<file path="config.mk">
export PLATFORM = sky130hd
export DESIGN_NAME = cld_core
export DESIGN_NICKNAME = d
export VERILOG_FILES = /design/src/hdl/cld_pkg.sv /design/src/hdl/cld_core.sv /design/src/hdl/cld_tstate_timer.sv /design/src/hdl/cld_spec_flags.sv
export SDC_FILE = /design/constraint.sdc
export NUM_CORES = 1
export LEC_CHECK = 0
export BUFFER_PORTS_ARGS = -buffer_cell sky130_fd_sc_hd__buf_2
export CAP_MARGIN = 40
export CORE_AREA = 2 2 120 122
export DETAILED_ROUTE_END_ITERATION = 7
export DIE_AREA = 0 0 122 124
export PLACE_DENSITY = 0.8
export SYNTH_ARGS = -nofsm -noshare
export SYNTH_HDL_FRONTEND = slang
export SYNTH_SLANG_ARGS = --single-unit
</file>
<file path="constraint.sdc">
create_clock -name clk -period 2.9 [get_ports clk]
set_input_delay 0.145 -clock clk [delete_from_list [all_inputs] [get_ports clk]]
set_output_delay 0.145 -clock clk [all_outputs]
set_load 0.02 [all_outputs]
</file>
<file path="src/hdl/cld_pkg.sv">
// constants for the eight-bit load decode and execute block
package cld_pkg;
   // opcodes handled by this block
   localparam logic [7:0] OP_PREFIX_IDX2 = 8'hfd;
   localparam logic [7:0] OP_PREFIX_EXT = 8'hed;
   localparam logic [7:0] OP_ST_IDX_IMM = 8'h36;
   localparam logic [7:0] OP_LD_A_BCP = 8'h0a;
   localparam logic [7:0] OP_LD_A_DEP = 8'h1a;
   localparam logic [7:0] OP_LD_A_ABS = 8'h3a;
   localparam logic [7:0] OP_ST_A_BCP = 8'h02;
   localparam logic [7:0] OP_ST_A_DEP = 8'h12;
   localparam logic [7:0] OP_ST_A_ABS = 8'h32;
   localparam logic [7:0] OP_LD_A_VEC = 8'h57;
   localparam logic [7:0] OP_LD_A_RFR = 8'h5f;
   localparam logic [7:0] OP_LD_VEC_A = 8'h47;
   localparam logic [7:0] OP_LD_RFR_A = 8'h4f;
   // clock states per machine cycle kind
   localparam logic [2:0] LEN_FETCH = 3'h4;
   localparam logic [2:0] LEN_FETCH_EXT = 3'h5;
   localparam logic [2:0] LEN_MEM = 3'h3;
   localparam logic [2:0] LEN_IMM_CALC = 3'h5;
   // flag bit positions
   localparam int FLAG_S = 7;
   localparam int FLAG_Z = 6;
   localparam int FLAG_H = 4;
   localparam int FLAG_PV = 2;
   localparam int FLAG_N = 1;
   localparam int FLAG_C = 0;
   // reset values
   localparam logic [15:0] RST_PC = 16'h0000;
   localparam logic [7:0] RST_ACC = 8'hff;
   localparam logic [7:0] RST_FLAGS = 8'hff;
   localparam logic [7:0] RST_VEC = 8'h00;
   localparam logic [7:0] RST_RFR = 8'h00;
   // machine cycle kinds
   typedef enum logic [3:0] {
      PH_FETCH = 4'h0,
      PH_FETCH_IDX = 4'h1,
      PH_FETCH_EXT = 4'h2,
      PH_DISP = 4'h3,
      PH_IMM = 4'h4,
      PH_ADDR_LO = 4'h5,
      PH_ADDR_HI = 4'h6,
      PH_READ = 4'h7,
      PH_WRITE = 4'h8
   } cld_phase_t;
endpackage

</file>
<file path="src/hdl/cld_core.sv">
// decode and execute for the eight-bit load group
`timescale 1ns/1ns
// Notes on behaviour
// - fd 36: store immediate at index plus displacement
// - indexed immediate store takes 4,4,3,5,3 states
// - 0a loads accumulator from counter pair address
// - 1a loads accumulator from destination pair address
// - 3a loads accumulator from absolute address
// - address operand low byte first
// - 02 stores accumulator at counter pair address
// - 12 stores accumulator at destination pair address
// - 32 stores accumulator at absolute address
// - ed 57 copies vector page to accumulator
// - ed 5f copies refresh counter to accumulator
// - those two set s,z; clear h,n; keep c
// - those two copy shadow interrupt enable to p/v
// - interrupt during them leaves p/v zero
// - ed 47 copies accumulator to vector page
// - all other loads leave flags alone
module cld_core
   import cld_pkg::*;
(
   input wire logic clk,
   input wire logic rst_b,
   output logic [15:0] mem_addr,
   output logic mem_rd,
   output logic mem_wr,
   output logic [7:0] mem_wdata,
   input wire logic [7:0] mem_rdata,
   input wire logic [15:0] counter_register_pair,
   input wire logic [15:0] destination_register_pair,
   input wire logic [15:0] second_index_register,
   input wire logic interrupt_enable_shadow_ff,
   input wire logic int_taken,
   output logic [7:0] acc,
   output logic [7:0] flags,
   output logic [7:0] vec_page,
   output logic [7:0] refresh,
   output logic [15:0] pc,
   output logic instr_done
);
   import cld_pkg::*;

   cld_phase_t phase; // current machine cycle kind
   cld_phase_t next_phase;
   logic [7:0] op; // opcode after any prefix
   logic [7:0] next_op;
   logic [7:0] tmp; // displacement or low address byte
   logic [7:0] next_tmp;
   logic [15:0] addr; // address of the current machine cycle
   logic [15:0] next_addr;
   logic [7:0] wdata; // byte to be written
   logic [7:0] next_wdata;
   logic [7:0] next_acc;
   logic [7:0] next_flags;
   logic [7:0] next_vec_page;
   logic [7:0] next_refresh;
   logic [15:0] next_pc;
   logic next_done;
   logic int_seen; // interrupt accepted inside this instruction
   logic next_int_seen;
   logic [2:0] cyc_len; // states in this machine cycle
   logic tlast; // last state of this machine cycle
   logic [7:0] spec_val; // value moved by a special load
   logic [7:0] spec_flags; // flags after a special load
   logic [7:0] rfr_inc; // refresh counter after this fetch

   // length of a machine cycle by its kind
   function automatic logic [2:0] phase_len(input cld_phase_t ph);
      logic [2:0] n;
      n = LEN_MEM;
      unique case (ph)
         PH_FETCH, PH_FETCH_IDX: n = LEN_FETCH;
         PH_FETCH_EXT: n = LEN_FETCH_EXT;
         PH_IMM: n = LEN_IMM_CALC;
         PH_DISP, PH_ADDR_LO, PH_ADDR_HI, PH_READ, PH_WRITE: n = LEN_MEM;
      endcase
      return n;
   endfunction

   // low seven bits count opcode fetches, bit 7 is held
   function automatic logic [7:0] rfr_step(input logic [7:0] r);
      return {r[7], 7'(r[6:0] + 7'h01)};
   endfunction

   // sign extended displacement added to a base
   function automatic logic [15:0] add_disp(input logic [15:0] base, input logic [7:0] d);
      return 16'(base + {{8{d[7]}}, d});
   endfunction

   assign cyc_len = phase_len(phase);

   cld_tstate_timer #(
      .W(3)
   ) u_timer (
      .clk(clk),
      .rst_b(rst_b),
      .len(cyc_len),
      .last(tlast)
   );

   // the source of a special accumulator load; op still holds the prefix, so decode the bus byte
   assign spec_val = (mem_rdata == OP_LD_A_VEC) ? vec_page : rfr_inc;

   cld_spec_flags u_flags (
      .value(spec_val),
      .old_flags(flags),
      .shadow_ff(interrupt_enable_shadow_ff),
      .int_hit(int_seen | int_taken),
      .new_flags(spec_flags)
   );

   assign rfr_inc = rfr_step(refresh);

   // bus strobes follow the kind of machine cycle
   always_comb
   begin
      mem_addr = addr;
      mem_wdata = wdata;
      mem_wr = (phase == PH_WRITE);
      mem_rd = (phase != PH_WRITE);
   end

   // sequencing of machine cycles; data is taken in the last state
   always_comb
   begin
      next_phase = phase;
      next_op = op;
      next_tmp = tmp;
      next_addr = addr;
      next_wdata = wdata;
      next_acc = acc;
      next_flags = flags;
      next_vec_page = vec_page;
      next_refresh = refresh;
      next_pc = pc;
      next_done = 1'b0;
      // set wins over the clear at an instruction start
      next_int_seen = int_seen | int_taken;
      if (tlast)
      begin
         unique case (phase)
            PH_FETCH:
            begin
               next_op = mem_rdata;
               next_refresh = rfr_inc;
               next_pc = 16'(pc + 16'h0001);
               next_addr = 16'(pc + 16'h0001);
               next_phase = PH_FETCH;
               unique case (mem_rdata)
                  OP_PREFIX_IDX2: next_phase = PH_FETCH_IDX;
                  OP_PREFIX_EXT: next_phase = PH_FETCH_EXT;
                  OP_LD_A_BCP:
                  begin
                     next_addr = counter_register_pair;
                     next_phase = PH_READ;
                  end
                  OP_LD_A_DEP:
                  begin
                     next_addr = destination_register_pair;
                     next_phase = PH_READ;
                  end
                  OP_ST_A_BCP:
                  begin
                     next_addr = counter_register_pair;
                     next_wdata = acc;
                     next_phase = PH_WRITE;
                  end
                  OP_ST_A_DEP:
                  begin
                     next_addr = destination_register_pair;
                     next_wdata = acc;
                     next_phase = PH_WRITE;
                  end
                  OP_LD_A_ABS, OP_ST_A_ABS: next_phase = PH_ADDR_LO;
                  default:
                  begin
                     // anything else outside this group passes as one fetch
                     next_done = 1'b1;
                     next_int_seen = int_taken;
                  end
               endcase
            end
            PH_FETCH_IDX:
            begin
               // second opcode fetch of the prefixed form
               next_op = mem_rdata;
               next_refresh = rfr_inc;
               next_pc = 16'(pc + 16'h0001);
               next_addr = 16'(pc + 16'h0001);
               if (mem_rdata == OP_ST_IDX_IMM)
                  next_phase = PH_DISP;
               else
               begin
                  next_phase = PH_FETCH;
                  next_done = 1'b1;
                  next_int_seen = int_taken;
               end
            end
            PH_FETCH_EXT:
            begin
               // five-state fetch carries out the register move itself
               next_op = mem_rdata;
               next_refresh = rfr_inc;
               next_pc = 16'(pc + 16'h0001);
               next_addr = 16'(pc + 16'h0001);
               next_phase = PH_FETCH;
               next_done = 1'b1;
               next_int_seen = int_taken;
               unique case (mem_rdata)
                  OP_LD_A_VEC:
                  begin
                     next_acc = vec_page;
                     next_flags = spec_flags;
                  end
                  OP_LD_A_RFR:
                  begin
                     next_acc = rfr_inc;
                     next_flags = spec_flags;
                  end
                  OP_LD_VEC_A: next_vec_page = acc;
                  OP_LD_RFR_A: next_refresh = acc;
                  default:
                  begin
                     // other extended codes are not part of this group
                     next_flags = flags;
                  end
               endcase
            end
            PH_DISP:
            begin
               next_tmp = mem_rdata;
               next_pc = 16'(pc + 16'h0001);
               next_addr = 16'(pc + 16'h0001);
               next_phase = PH_IMM;
            end
            PH_IMM:
            begin
               // two extra states cover the address addition
               next_wdata = mem_rdata;
               next_pc = 16'(pc + 16'h0001);
               next_addr = add_disp(second_index_register, tmp);
               next_phase = PH_WRITE;
            end
            PH_ADDR_LO:
            begin
               next_tmp = mem_rdata;
               next_pc = 16'(pc + 16'h0001);
               next_addr = 16'(pc + 16'h0001);
               next_phase = PH_ADDR_HI;
            end
            PH_ADDR_HI:
            begin
               next_pc = 16'(pc + 16'h0001);
               next_addr = {mem_rdata, tmp};
               if (op == OP_LD_A_ABS)
                  next_phase = PH_READ;
               else
               begin
                  next_wdata = acc;
                  next_phase = PH_WRITE;
               end
            end
            PH_READ:
            begin
               next_acc = mem_rdata;
               next_addr = pc;
               next_phase = PH_FETCH;
               next_done = 1'b1;
               next_int_seen = int_taken;
            end
            PH_WRITE:
            begin
               // write completes; memory has taken the byte
               next_addr = pc;
               next_phase = PH_FETCH;
               next_done = 1'b1;
               next_int_seen = int_taken;
            end
            default:
            begin
               // illegal code recovers to a fresh fetch
               next_addr = pc;
               next_phase = PH_FETCH;
            end
         endcase
      end
   end

   // register the architectural and sequencing state
   always_ff @(posedge clk or negedge rst_b)
   begin
      if (!rst_b)
      begin
         phase <= PH_FETCH;
         op <= 8'h00;
         tmp <= 8'h00;
         addr <= RST_PC;
         wdata <= 8'h00;
         acc <= RST_ACC;
         flags <= RST_FLAGS;
         vec_page <= RST_VEC;
         refresh <= RST_RFR;
         pc <= RST_PC;
         instr_done <= 1'b0;
         int_seen <= 1'b0;
      end
      else
      begin
         phase <= next_phase;
         op <= next_op;
         tmp <= next_tmp;
         addr <= next_addr;
         wdata <= next_wdata;
         acc <= next_acc;
         flags <= next_flags;
         vec_page <= next_vec_page;
         refresh <= next_refresh;
         pc <= next_pc;
         instr_done <= next_done;
         int_seen <= next_int_seen;
      end
   end
endmodule

</file>
<file path="src/hdl/cld_tstate_timer.sv">
// counts clock states inside one machine cycle
`timescale 1ns/1ns
module cld_tstate_timer #(
   parameter int W = 3
) (
   input wire logic clk,
   input wire logic rst_b,
   input wire logic [W-1:0] len,
   output logic last
);
   logic [W-1:0] cnt; // state index within the cycle
   logic [W-1:0] next_cnt;

   // last state of the cycle; the caller swaps len at the same edge
   always_comb
   begin
      last = (cnt == len - W'(1));
      next_cnt = last ? '0 : cnt + W'(1);
   end

   // register the state index
   always_ff @(posedge clk or negedge rst_b)
   begin
      if (!rst_b)
         cnt <= '0;
      else
         cnt <= next_cnt;
   end
endmodule

</file>
<file path="src/hdl/cld_spec_flags.sv">
// flag result of the accumulator loads from vector page or refresh
`timescale 1ns/1ns
module cld_spec_flags
   import cld_pkg::*;
(
   input wire logic [7:0] value,
   input wire logic [7:0] old_flags,
   input wire logic shadow_ff,
   input wire logic int_hit,
   output logic [7:0] new_flags
);
   // sign, zero from value; h and n cleared; carry kept
   always_comb
   begin
      new_flags = old_flags;
      new_flags[FLAG_S] = value[7];
      new_flags[FLAG_Z] = (value == 8'h00);
      new_flags[FLAG_H] = 1'b0;
      new_flags[FLAG_N] = 1'b0;
      // an accepted interrupt forces the copy to zero
      new_flags[FLAG_PV] = int_hit ? 1'b0 : shadow_ff;
   end
endmodule

</file>
Word-level counts from Yosys, hierarchy flattened

Cells that the tools add are included.

Bits in registers: 94
Input port bits: 60
Output and inout port bits: 75
Logic and storage cells: 102

Add/subtract/negate cells: 5
Equality and inequality tests: 27
Mux-type cells: 25
Bitwise gates (word level): 2
Reduce and logical (&&, ||, !) cells: 29

Operators by type and width:

| operator                | number |
|---|---|
| $pmux W16 S4            | 1 |
| $pmux W8 S2             | 3 |
| $eq A8 B6 Y1 const B    | 4 |
| $eq A8 B7 Y1 const B    | 4 |
| $mux W8                 | 4 |
| $pmux W16 S2            | 1 |
| $pmux W4 S6             | 1 |
| $pmux W8 S3             | 1 |
| $pmux W4 S5             | 1 |
| $reduce_or A2 Y1        | 9 |
| $add A16 B1 Y16 const B | 1 |
| $add A16 B16 Y16        | 1 |
| $eq A4 B3 Y1 const B    | 4 |
| $eq A8 B5 Y1 const B    | 2 |
| $eq A8 B8 Y1 const B    | 2 |
| $pmux W3 S3             | 1 |
| $reduce_and A3 Y1       | 3 |
| $eq A4 B2 Y1 const B    | 2 |
| $eq A8 B2 Y1 const B    | 1 |
| $eq A8 B4 Y1 const B    | 1 |
| $logic_not A8 Y1        | 1 |
| $reduce_and A2 Y1       | 4 |
| $reduce_and A4 Y1       | 2 |
| $reduce_or A8 Y1        | 1 |
| other kinds (23)        | 33 |

Depth between registers and ports, before layout

Gate-level depths: netlist (run 1).

Word-level depth: 6
Mapped depth: 9
Gate-level depth less buffers: 9

Modules after synthesis

A second synthesis (run 1) with hierarchy kept.

Cells, all modules: 680
Area total of the unflattened synthesis: 6,413.7 um^2

Modules (own cells, without submodules):

| module           | instances | cells each | area an instance (um^2) | seq. area each (um^2) |
|---|---|---|---|---|
| cld_core         | 1         | 651        | 6,134.6                 | 2,372.3 |
| cld_tstate_timer | 1         | 18         | 205.2                   | 75.1 |
| cld_spec_flags   | 1         | 11         | 73.8                    | 0.0 |

Worst setup path before layout (run 1)

OpenSTA, ideal clock, no wires.

Kind: register -> register
Start: register phase[2]
End: register op[0]
Setup time: 0.125 ns
Arrival time: 2.310 ns
Required time: 2.775 ns
Setup slack: 0.466 ns
Stages on the path, launching flop included: 8
Path buffers: 2
Clock period less this slack: 2.434 ns
Cell sequence: dfrtp_1 buf_6 or4b_4 o221a_4 mux2i_4 o211ai_2 clkbuf_1 mux2_2

Word-level cells in the longest chain between the ends: 6
Elaborated cells on any way between the ends: 17
Those cells by class: add/sub: 1; eq/ne: 9; mux: 1; reduce/logical: 6

RTL lines:

| what                                                        | line                   | RTL |
|---|---|---|
| start: declaration                                          | cld_core.sv:44         | `cld_phase_t phase;` |
| start signal: assignment                                    | cld_core.sv:310        | `phase <= next_phase;` |
| $eq A4 B4 Y1 (tied with other cells)                        | cld_core.sv:72         | `unique case (ph)` |
| $reduce_or A5 Y1 / $reduce_or A2 Y1 (equally long branches) | --                     |  |
| $pmux W3 S3                                                 | cld_core.sv:72         |  |
| $sub A3 B1 Y3                                               | cld_tstate_timer.sv:17 | `last = (cnt == len - W'(1));` |
| $eq A3 B3 Y1                                                | cld_tstate_timer.sv:17 |  |
| $reduce_and A2 Y1 (no source line) (*)                      | --                     |  |
| end signal: assignment                                      | cld_core.sv:311        | `op <= next_op;` |
| end: declaration                                            | cld_core.sv:46         | `logic [7:0] op;` |

Mark *: on every way between the ends. The rest lies on a longest branch, timed or not.
A chain may end at the register's enable or synchronous reset.

Worst setup path after layout (run 1)

Start: register phase[1]
End: register addr[14] (netlist: mem_addr[14])

Word-level cells in the longest chain between the ends: 5
Elaborated cells on any way between the ends: 17
Those cells by class: add/sub: 1; eq/ne: 9; mux: 2; reduce/logical: 5

RTL lines:

| what                                                        | line                   | RTL |
|---|---|---|
| $eq A4 B4 Y1 (tied with other cells)                        | cld_core.sv:72         |  |
| $reduce_or A5 Y1 / $reduce_or A2 Y1 (equally long branches) | --                     |  |
| $pmux W3 S3                                                 | cld_core.sv:72         |  |
| $sub A3 B1 Y3                                               | cld_tstate_timer.sv:17 |  |
| $eq A3 B3 Y1                                                | cld_tstate_timer.sv:17 |  |
| end signal: assignment                                      | cld_core.sv:313        | `addr <= next_addr;` |
| end: declaration                                            | cld_core.sv:50         | `logic [15:0] addr;` |

Several ways; a longest one is shown, not always the timed one.

==> impl_metrics.py, run 1 <==
metrics = {
    "finish": {
        "n_antenna_cell": 0,
        "fin_cells": 1005,
        "final_util_pct": 55.9,
        "synthToLayoutAreaGrowth_pct": 19.6,
        "drive_gt1_share_pct": 30.7,
        "n_fill_cell": 1237,
        "nNetsFinal": 899,
        "finalInstanceArea_um2": 7670,
    },
    "die": {
        "start_util_pct": 46.7,
        "num_rows": 43,
        "chipHeight_um": 124,
        "fp.dieW_um": 122,
        "coreArea_um2": 13700,
        "ios": 135,
        "die_area_um2": 15100,
    },
    "route": {
        "routed_wl_um": 18800,
        "first_iter_violations": 599,
        "vias_per_cell": 5.96,
        "firstDrtPassIters": 7,
        "final_antenna_net_count": 0,
        "drc": 0,
        "route.vias.total": 5986,
        "wl_per_cell_um": 18.8,
    },
    "sta": {
        "period_share_pct": 92.1,
        "max_freq_mhz": 374,
        "rsz0062_at_grt": "false",
        "slew_violations": 0,
        "report.final.setup_viol": 0,
        "setup_tns_ns": 0,
        "slew_headroom_pct": 53.1,
        "hold_viol": 0,
        "finalClockSkew_ns": 0.0111,
        "worstMarginPinSlew_ns": 0.704,
        "setup_ws_ns": 0.228,
        "period_needed_ns": 2.67,
    },
    "logic_synthesis": {
        "ys_seq_area_share_pct": 36.5,
        "syn_area_per_cell_um2": 9.32,
        "synthArstFlopShare_pct": 100,
        "synth_warnings": 0,
        "synth_area_um2": 6410,
        "synth_seq_cells": 93,
        "synth_edf_count": 0,
        "netlist_instances": 688,
        "synth_ff_type": "dfrtp_1",
        "yosysUniqueCellTypes": 82,
    },
    "clock_tree": {
        "post-cts-setup-buffer-count": 0,
        "cts_sinks": 93,
        "htreeDepth": 3,
        "clk_path_buf_depth": 2,
        "cts_buffers": 9,
        "root_buffer": "clkbuf_16",
        "path_clk_slew_ns": 0.08,
        "cts_tree": "yes",
        "worstSkewPairLatency_ns": 0.36,
    },
    "power": {
        "power_leakage_nw": 3.59,
        "ir_drop_v": 0.000618,
        "p_per_area_nw_per_um2": 1040,
    },
    "worst_setup_path": {
        "crit_fanout": 19,
        "crit_chain": "or4b_4 -> o221a_4 -> mux2i_4 -> or2_1 -> buf_4 -> nor2_1 -> a311oi_1",
        "slowest_delay_ns": 0.59,
        "criticalPathCategory": "reg -> reg",
        "reg2reg_slack_ns": 0.23,
        "critPathArrivalTime_ns": 2.92,
        "slowest_stage": "or4b_4",
        "crit_path_start_kind": "flip-flop",
        "cp.required_ns": 3.15,
        "cp-end-kind": "flip-flop",
        "worst-r2r-cell-count": 7,
    },
    "place": {
        "port_buffers": 131,
        "dpl_worst_slack_ns": 0.225,
        "hpwl_um": 14000,
        "placed_area_um2": 7330,
        "place_congestion": 0.938,
        "dp_cells": 987,
    },
    "global_route": {
        "grt_pass1_wl_um": 29700,
        "grt_antenna_before_repair": 0,
        "grt-ovfl-total": 0,
        "grt_pass1_vias": 5662,
        "track_usage_pct": 25.3,
        "grt_max_degree": 53,
    },
    "outcome": {
        "status": "finished, final reports clean",
    },
    "job": {
        "maxCapViolCount": 0,
    },
    "hold_path": {
        "hold_depth": 4,
        "hp-class": "in -> reg",
    },
}
==> path summary, 6_finish.rpt <==
| kind | from | endpoint |
|---|---|---|
| min in group asynchronous | rst_b | int_seen |
| min | int_taken | flags[2] |
| max reg2reg | phase[1] | mem_addr[14] |
| max in group asynchronous | rst_b | acc[1] |
| max | phase[1] | mem_addr[14] |
| min reg2reg | flags[2] | flags[2] |
==> report_power, final <==
part           total (mW)  switching, mW  leakage [nW]  internal [mW]
sequential           2.19          0.451          1.14           1.74
combinational        4.49           2.70          2.30           1.80
clock                1.29          0.591         0.158          0.698
total                7.98           3.74          3.59           4.24
==> timing repair <==
action | CTS | global route
hold endpoints to repair | 50 | 0
hold buffers | 2 | 0
resized for setup | 0 | 0
==> critical path: cells and delay by family (launching register included) <==
family                 cells  cell delay [ns]
DFF                        1             0.50
AOI/OAI and AO/OA          2             0.41
muxes                      1             0.22
buffers and inverters      1             0.33
and+or+nand+nor            3             1.09
==> area by class of cell <==
cell class	count	area, um2	share of cell area, %
multi-input combinational	535	3800	49.5
sequential	93	2340	30.5
timing repair buffer	163	916	11.9
clock buffer	9	225	2.94
tap	180	225	2.94
clock inverter	7	95.1	1.24
inverter	18	67.6	0.881
==> registers in the layout, indices dropped and copies added (netlist names) <==
signal and flops:
mem_addr 16, flags 4, pc 16, phase 4
tmp 8, u_timer.cnt 3, op 8, int_seen 1
instr_done 1, mem_wdata 8, vec_page 8, acc 8
refresh 8
==> logic make-up (layout without fill, tap and decap cells) <==
family	Yosys count	in the layout	share of synthesized area, %
adder cells (fa/ha/maj)	20	20	3.98
buffers and inverters	62	197	4.37
multiplexers	77	77	13.0
flip-flops	93	93	36.5
AO/OA/AOI/OAI	161	161	17.0
AND/OR/NAND/NOR	231	231	19.0
XOR/XNOR	43	43	5.99
other	1	3	0.0585
==> Yosys cell counts (5+ instances only) <==
cell	number	area share [%]
dfstp_2	12	4.9
nand2b_1	9	0.88
o221ai_1	13	1.8
buf_1	5	0.29
buf_4	6	0.70
ha_1	18	3.5
nand3_1	25	2.0
nor4_1	12	1.2
xnor2_1	31	4.2
clkbuf_1	23	1.3
nand2_1	70	4.1
mux2_2	42	7.4
a221oi_1	6	0.82
and3_1	10	0.98
or3_1	5	0.49
a22oi_1	7	0.82
a21o_1	5	0.59
xor2_1	11	1.5
inv_1	18	1.1
nand4_1	5	0.49
a21oi_1	40	3.1
a31oi_1	7	0.68
dfrtp_1	81	32
o21ai_0	32	2.5
mux2i_1	34	5.3
nor3_1	13	1.0
nor2_1	48	2.8
a211oi_1	10	1.2
buf_2	8	0.62
==> per-layer routing <==
metal	track usage [%]	part of all wire (%)	vias up	wire length (um)
met5	0	0	-	0
met1	34.9	43	2860	8050
met4	7.97	2.6	0	495
li1	-	-	2794	-
met2	39.7	45	295	8560
met3	5.77	9.2	37	1740
==> placed cells by master, fill, tap and decap left out, drive strengths merged, types with 10 or more instances in the layout <==
master    n
a21oi    40
xor2     12
inv      23
nor3     17
dfstp    12
and3     10
dfrtp    81
nand3    26
buf     161
xnor2    31
nand2    71
mux2     42
ha       18
nor4     13
nor2     50
mux2i    35
o21ai    33
o221ai   13
a211oi   10
==> metrics by stage <==
step	hold slack, ns	power, mW
2_1_floorplan	-0.151	5.28
3_3_place_gp	0.243	6.54
3_5_place_dp	0.246	6.61
4_1_cts	0.118	7.93
5_1_grt	0.163	8.53
6_report	0.126	7.98
No activity file was read; power rests on OpenSTA's default activity.
==> run 2: changes to the inputs <==
--- a/config.mk
+++ b/config.mk
@@ -11,6 +11,7 @@
 export DETAILED_ROUTE_END_ITERATION = 7
 export DIE_AREA = 0 0 122 124
 export PLACE_DENSITY = 0.8
+export REMOVE_ABC_BUFFERS = 1
 export SYNTH_ARGS = -nofsm -noshare
 export SYNTH_HDL_FRONTEND = slang
 export SYNTH_SLANG_ARGS = --single-unit
==> run 2 against run 1 <==
Net effect: fmax down 2.8%; register-to-register slack worse by 0.08 ns; routed wire length up 2.0%; global-route usage up 0.33 points; combinational power about the same.
==> impl_metrics.py, run 2 (synthesis results as in run 1) <==
metrics = {
    "outcome": {
        "status": "finished, final reports clean",
    },
    "place": {
        "dp_cells": 982,
        "placed_area_um2": 7300,
        "port_buffers": 131,
        "place_congestion": 0.939,
        "hpwl_um": 14000,
    },
    "clock_tree": {
        "post-cts-setup-buffer-count": 0,
        "clk_path_buf_depth": 2,
        "cts_sinks": 93,
        "htreeDepth": 3,
        "cts-resized-gates": 0,
        "worstSkewPairLatency_ns": 0.36,
        "hold_buffers": 1,
        "cts_buffers": 9,
        "root_buffer": "clkbuf_16",
        "cts_tree": "yes",
        "path_clk_slew_ns": 0.07,
    },
    "sta": {
        "timing.hold.ws_ns": 0.00799,
        "slew_violations": 0,
        "worstMarginPinSlew_ns": 0.707,
        "period_needed_ns": 2.75,
        "slew_headroom_pct": 52.4,
        "report.final.setup_viol": 0,
        "hold_viol": 0,
        "max_freq_mhz": 364,
        "rsz0062_at_grt": "false",
        "finalClockSkew_ns": 0.0121,
        "period_share_pct": 94.8,
    },
    "global_route": {
        "grt_pass1_vias": 5692,
        "track_usage_pct": 25.7,
        "grt_pass1_wl_um": 30100,
        "grt_antenna_before_repair": 0,
        "grt_max_degree": 54,
        "grt-ovfl-total": 0,
    },
    "worst_setup_path": {
        "cp.required_ns": 3.14,
        "critPathArrivalTime_ns": 2.99,
        "slowest_stage": "or4b_4",
        "critPathTopFamily": "simple AND/OR/NAND/NOR gates",
        "cp-end-kind": "flip-flop",
        "slowest_delay_ns": 0.60,
        "crit_fanout": 30,
        "crit_chain": "or4b_4 -> o221a_4 -> mux2i_4 -> or2_1 -> buf_4 -> nor2_1 -> a311oi_1",
        "crit_path_start_kind": "flip-flop",
        "critical_path_buf_inv_count": 1,
        "criticalPathCategory": "reg -> reg",
        "worstReg2RegEnd": "mem_addr[14]",
        "reg2reg_slack_ns": 0.15,
        "worst-r2r-cell-count": 7,
        "r2r_start": "phase[1]",
    },
    "hold_path": {
        "min_to": "flags[2]",
        "hold_depth": 3,
        "hp-class": "in -> reg",
        "hold_start": "interrupt_enable_shadow_ff",
    },
    "finish": {
        "n_antenna_cell": 0,
        "finalInstanceArea_um2": 7610,
        "drive_gt1_share_pct": 30.3,
        "nNetsFinal": 893,
        "n_fill_cell": 1221,
        "final_common_cell": "buf_2",
        "layout_common_cells": "buf_2 (130), dfrtp_1 (81), nand2_1 (70), nor2_1 (48), mux2_2 (42)",
        "fin_cells": 999,
        "final-seq-area_um2": 2340,
        "multi_input_area_um2": 3800,
        "synthToLayoutAreaGrowth_pct": 18.7,
    },
    "route": {
        "route.vias.total": 6073,
        "first_iter_violations": 593,
        "vias_per_cell": 6.08,
        "final_antenna_net_count": 0,
        "drc": 0,
        "firstDrtPassIters": 5,
        "wl_per_cell_um": 19.2,
        "routed_wl_um": 19200,
    },
    "power": {
        "p_comb_share_pct": 57.0,
        "p_int_mw": 4.16,
        "p_sw_mw": 3.70,
        "p_sw_share_pct": 47.1,
        "power_leakage_nw": 3.56,
        "p_seq_share_pct": 28.0,
        "ir_drop_v": 0.000492,
        "power.total_mw": 7.86,
        "power.share.clock_pct": 15.0,
        "p_per_area_nw_per_um2": 1030,
    },
    "die": {
        "ios": 135,
        "num_rows": 43,
        "chipHeight_um": 124,
        "coreArea_um2": 13700,
        "start_util_pct": 46.7,
        "fp.dieW_um": 122,
        "die_area_um2": 15100,
    },
    "job": {
        "maxCapViolCount": 0,
    },
}
[run 2: cell types whose count changed in the layout (fill, tap and decap cells not counted), moves of 2 or more]
| cell | previous run | this run |
|---|---|---|
| buf_4 | 30 | 24 |
| inv_6 | 3 | 0 |
| clkbuf_8 | 0 | 2 |
| clkinv_4 | 0 | 2 |
| inv_8 | 2 | 0 |
[run 2: power groups by stage]
stage / Clock (mW) / Sequential, mW / Combinational, mW
after floorplan: 0 / 2.48 / 2.61
after global placement: 0 / 2.20 / 4.29
after detailed placement: 0 / 2.21 / 4.37
after CTS: 1.19 / 2.19 / 4.42
after global routing: 1.24 / 2.26 / 4.86
final: 1.18 / 2.20 / 4.48
[run 2: layer usage]
layer | vias to the layer above | GRT usage, % | part of all wire, %
met5 | - | 0 | 0
met2 | 331 | 38.9 | 44
li1 | 2780 | - | -
met3 | 57 | 6.55 | 9.3
met1 | 2905 | 35.0 | 43
met4 | 0 | 10.8 | 3.5
[run 2: layout make-up]
type	instances	share of cell area (%)
clock inverters	5	0.608
multi-input cells	535	49.9
inverters	18	0.887
clock buffers	11	3.32
repair buffers	157	11.6
well taps	180	2.96
flip-flops and latches	93	30.8
[run 2: through the flow]
step	setup WS [ns]	setup TNS [ns]	utilization, %
after floorplan	-0.134	-2.75	-
after global placement	0.320	0	53.2
after detailed placement	0.234	0	53.2
after CTS	0.182	0	55.5
after global routing	0.0522	0	55.5
final	0.151	0	55.5
[run 2: worst reg2reg max path: cells and delay by family, from the launching register on]
family / cells / cell delay [ns]
AOI/OAI and AO/OA: 2 / 0.43
buffers and inverters: 1 / 0.40
DFF: 1 / 0.54
muxes: 1 / 0.23
and+or+nand+nor: 3 / 1.04
[run 2: how the worst max path moves through the flow]
stage                  start      endpoint  depth (start not counted)
finish              phase[1]  mem_addr[14]                          7
floorplan           phase[1]        acc[0]                          6
global placement    phase[1]         pc[7]                          7
global route        phase[1]  mem_addr[14]                          7
detailed placement  phase[1]        pc[13]                          7
CTS                 phase[1]  mem_addr[14]                          7
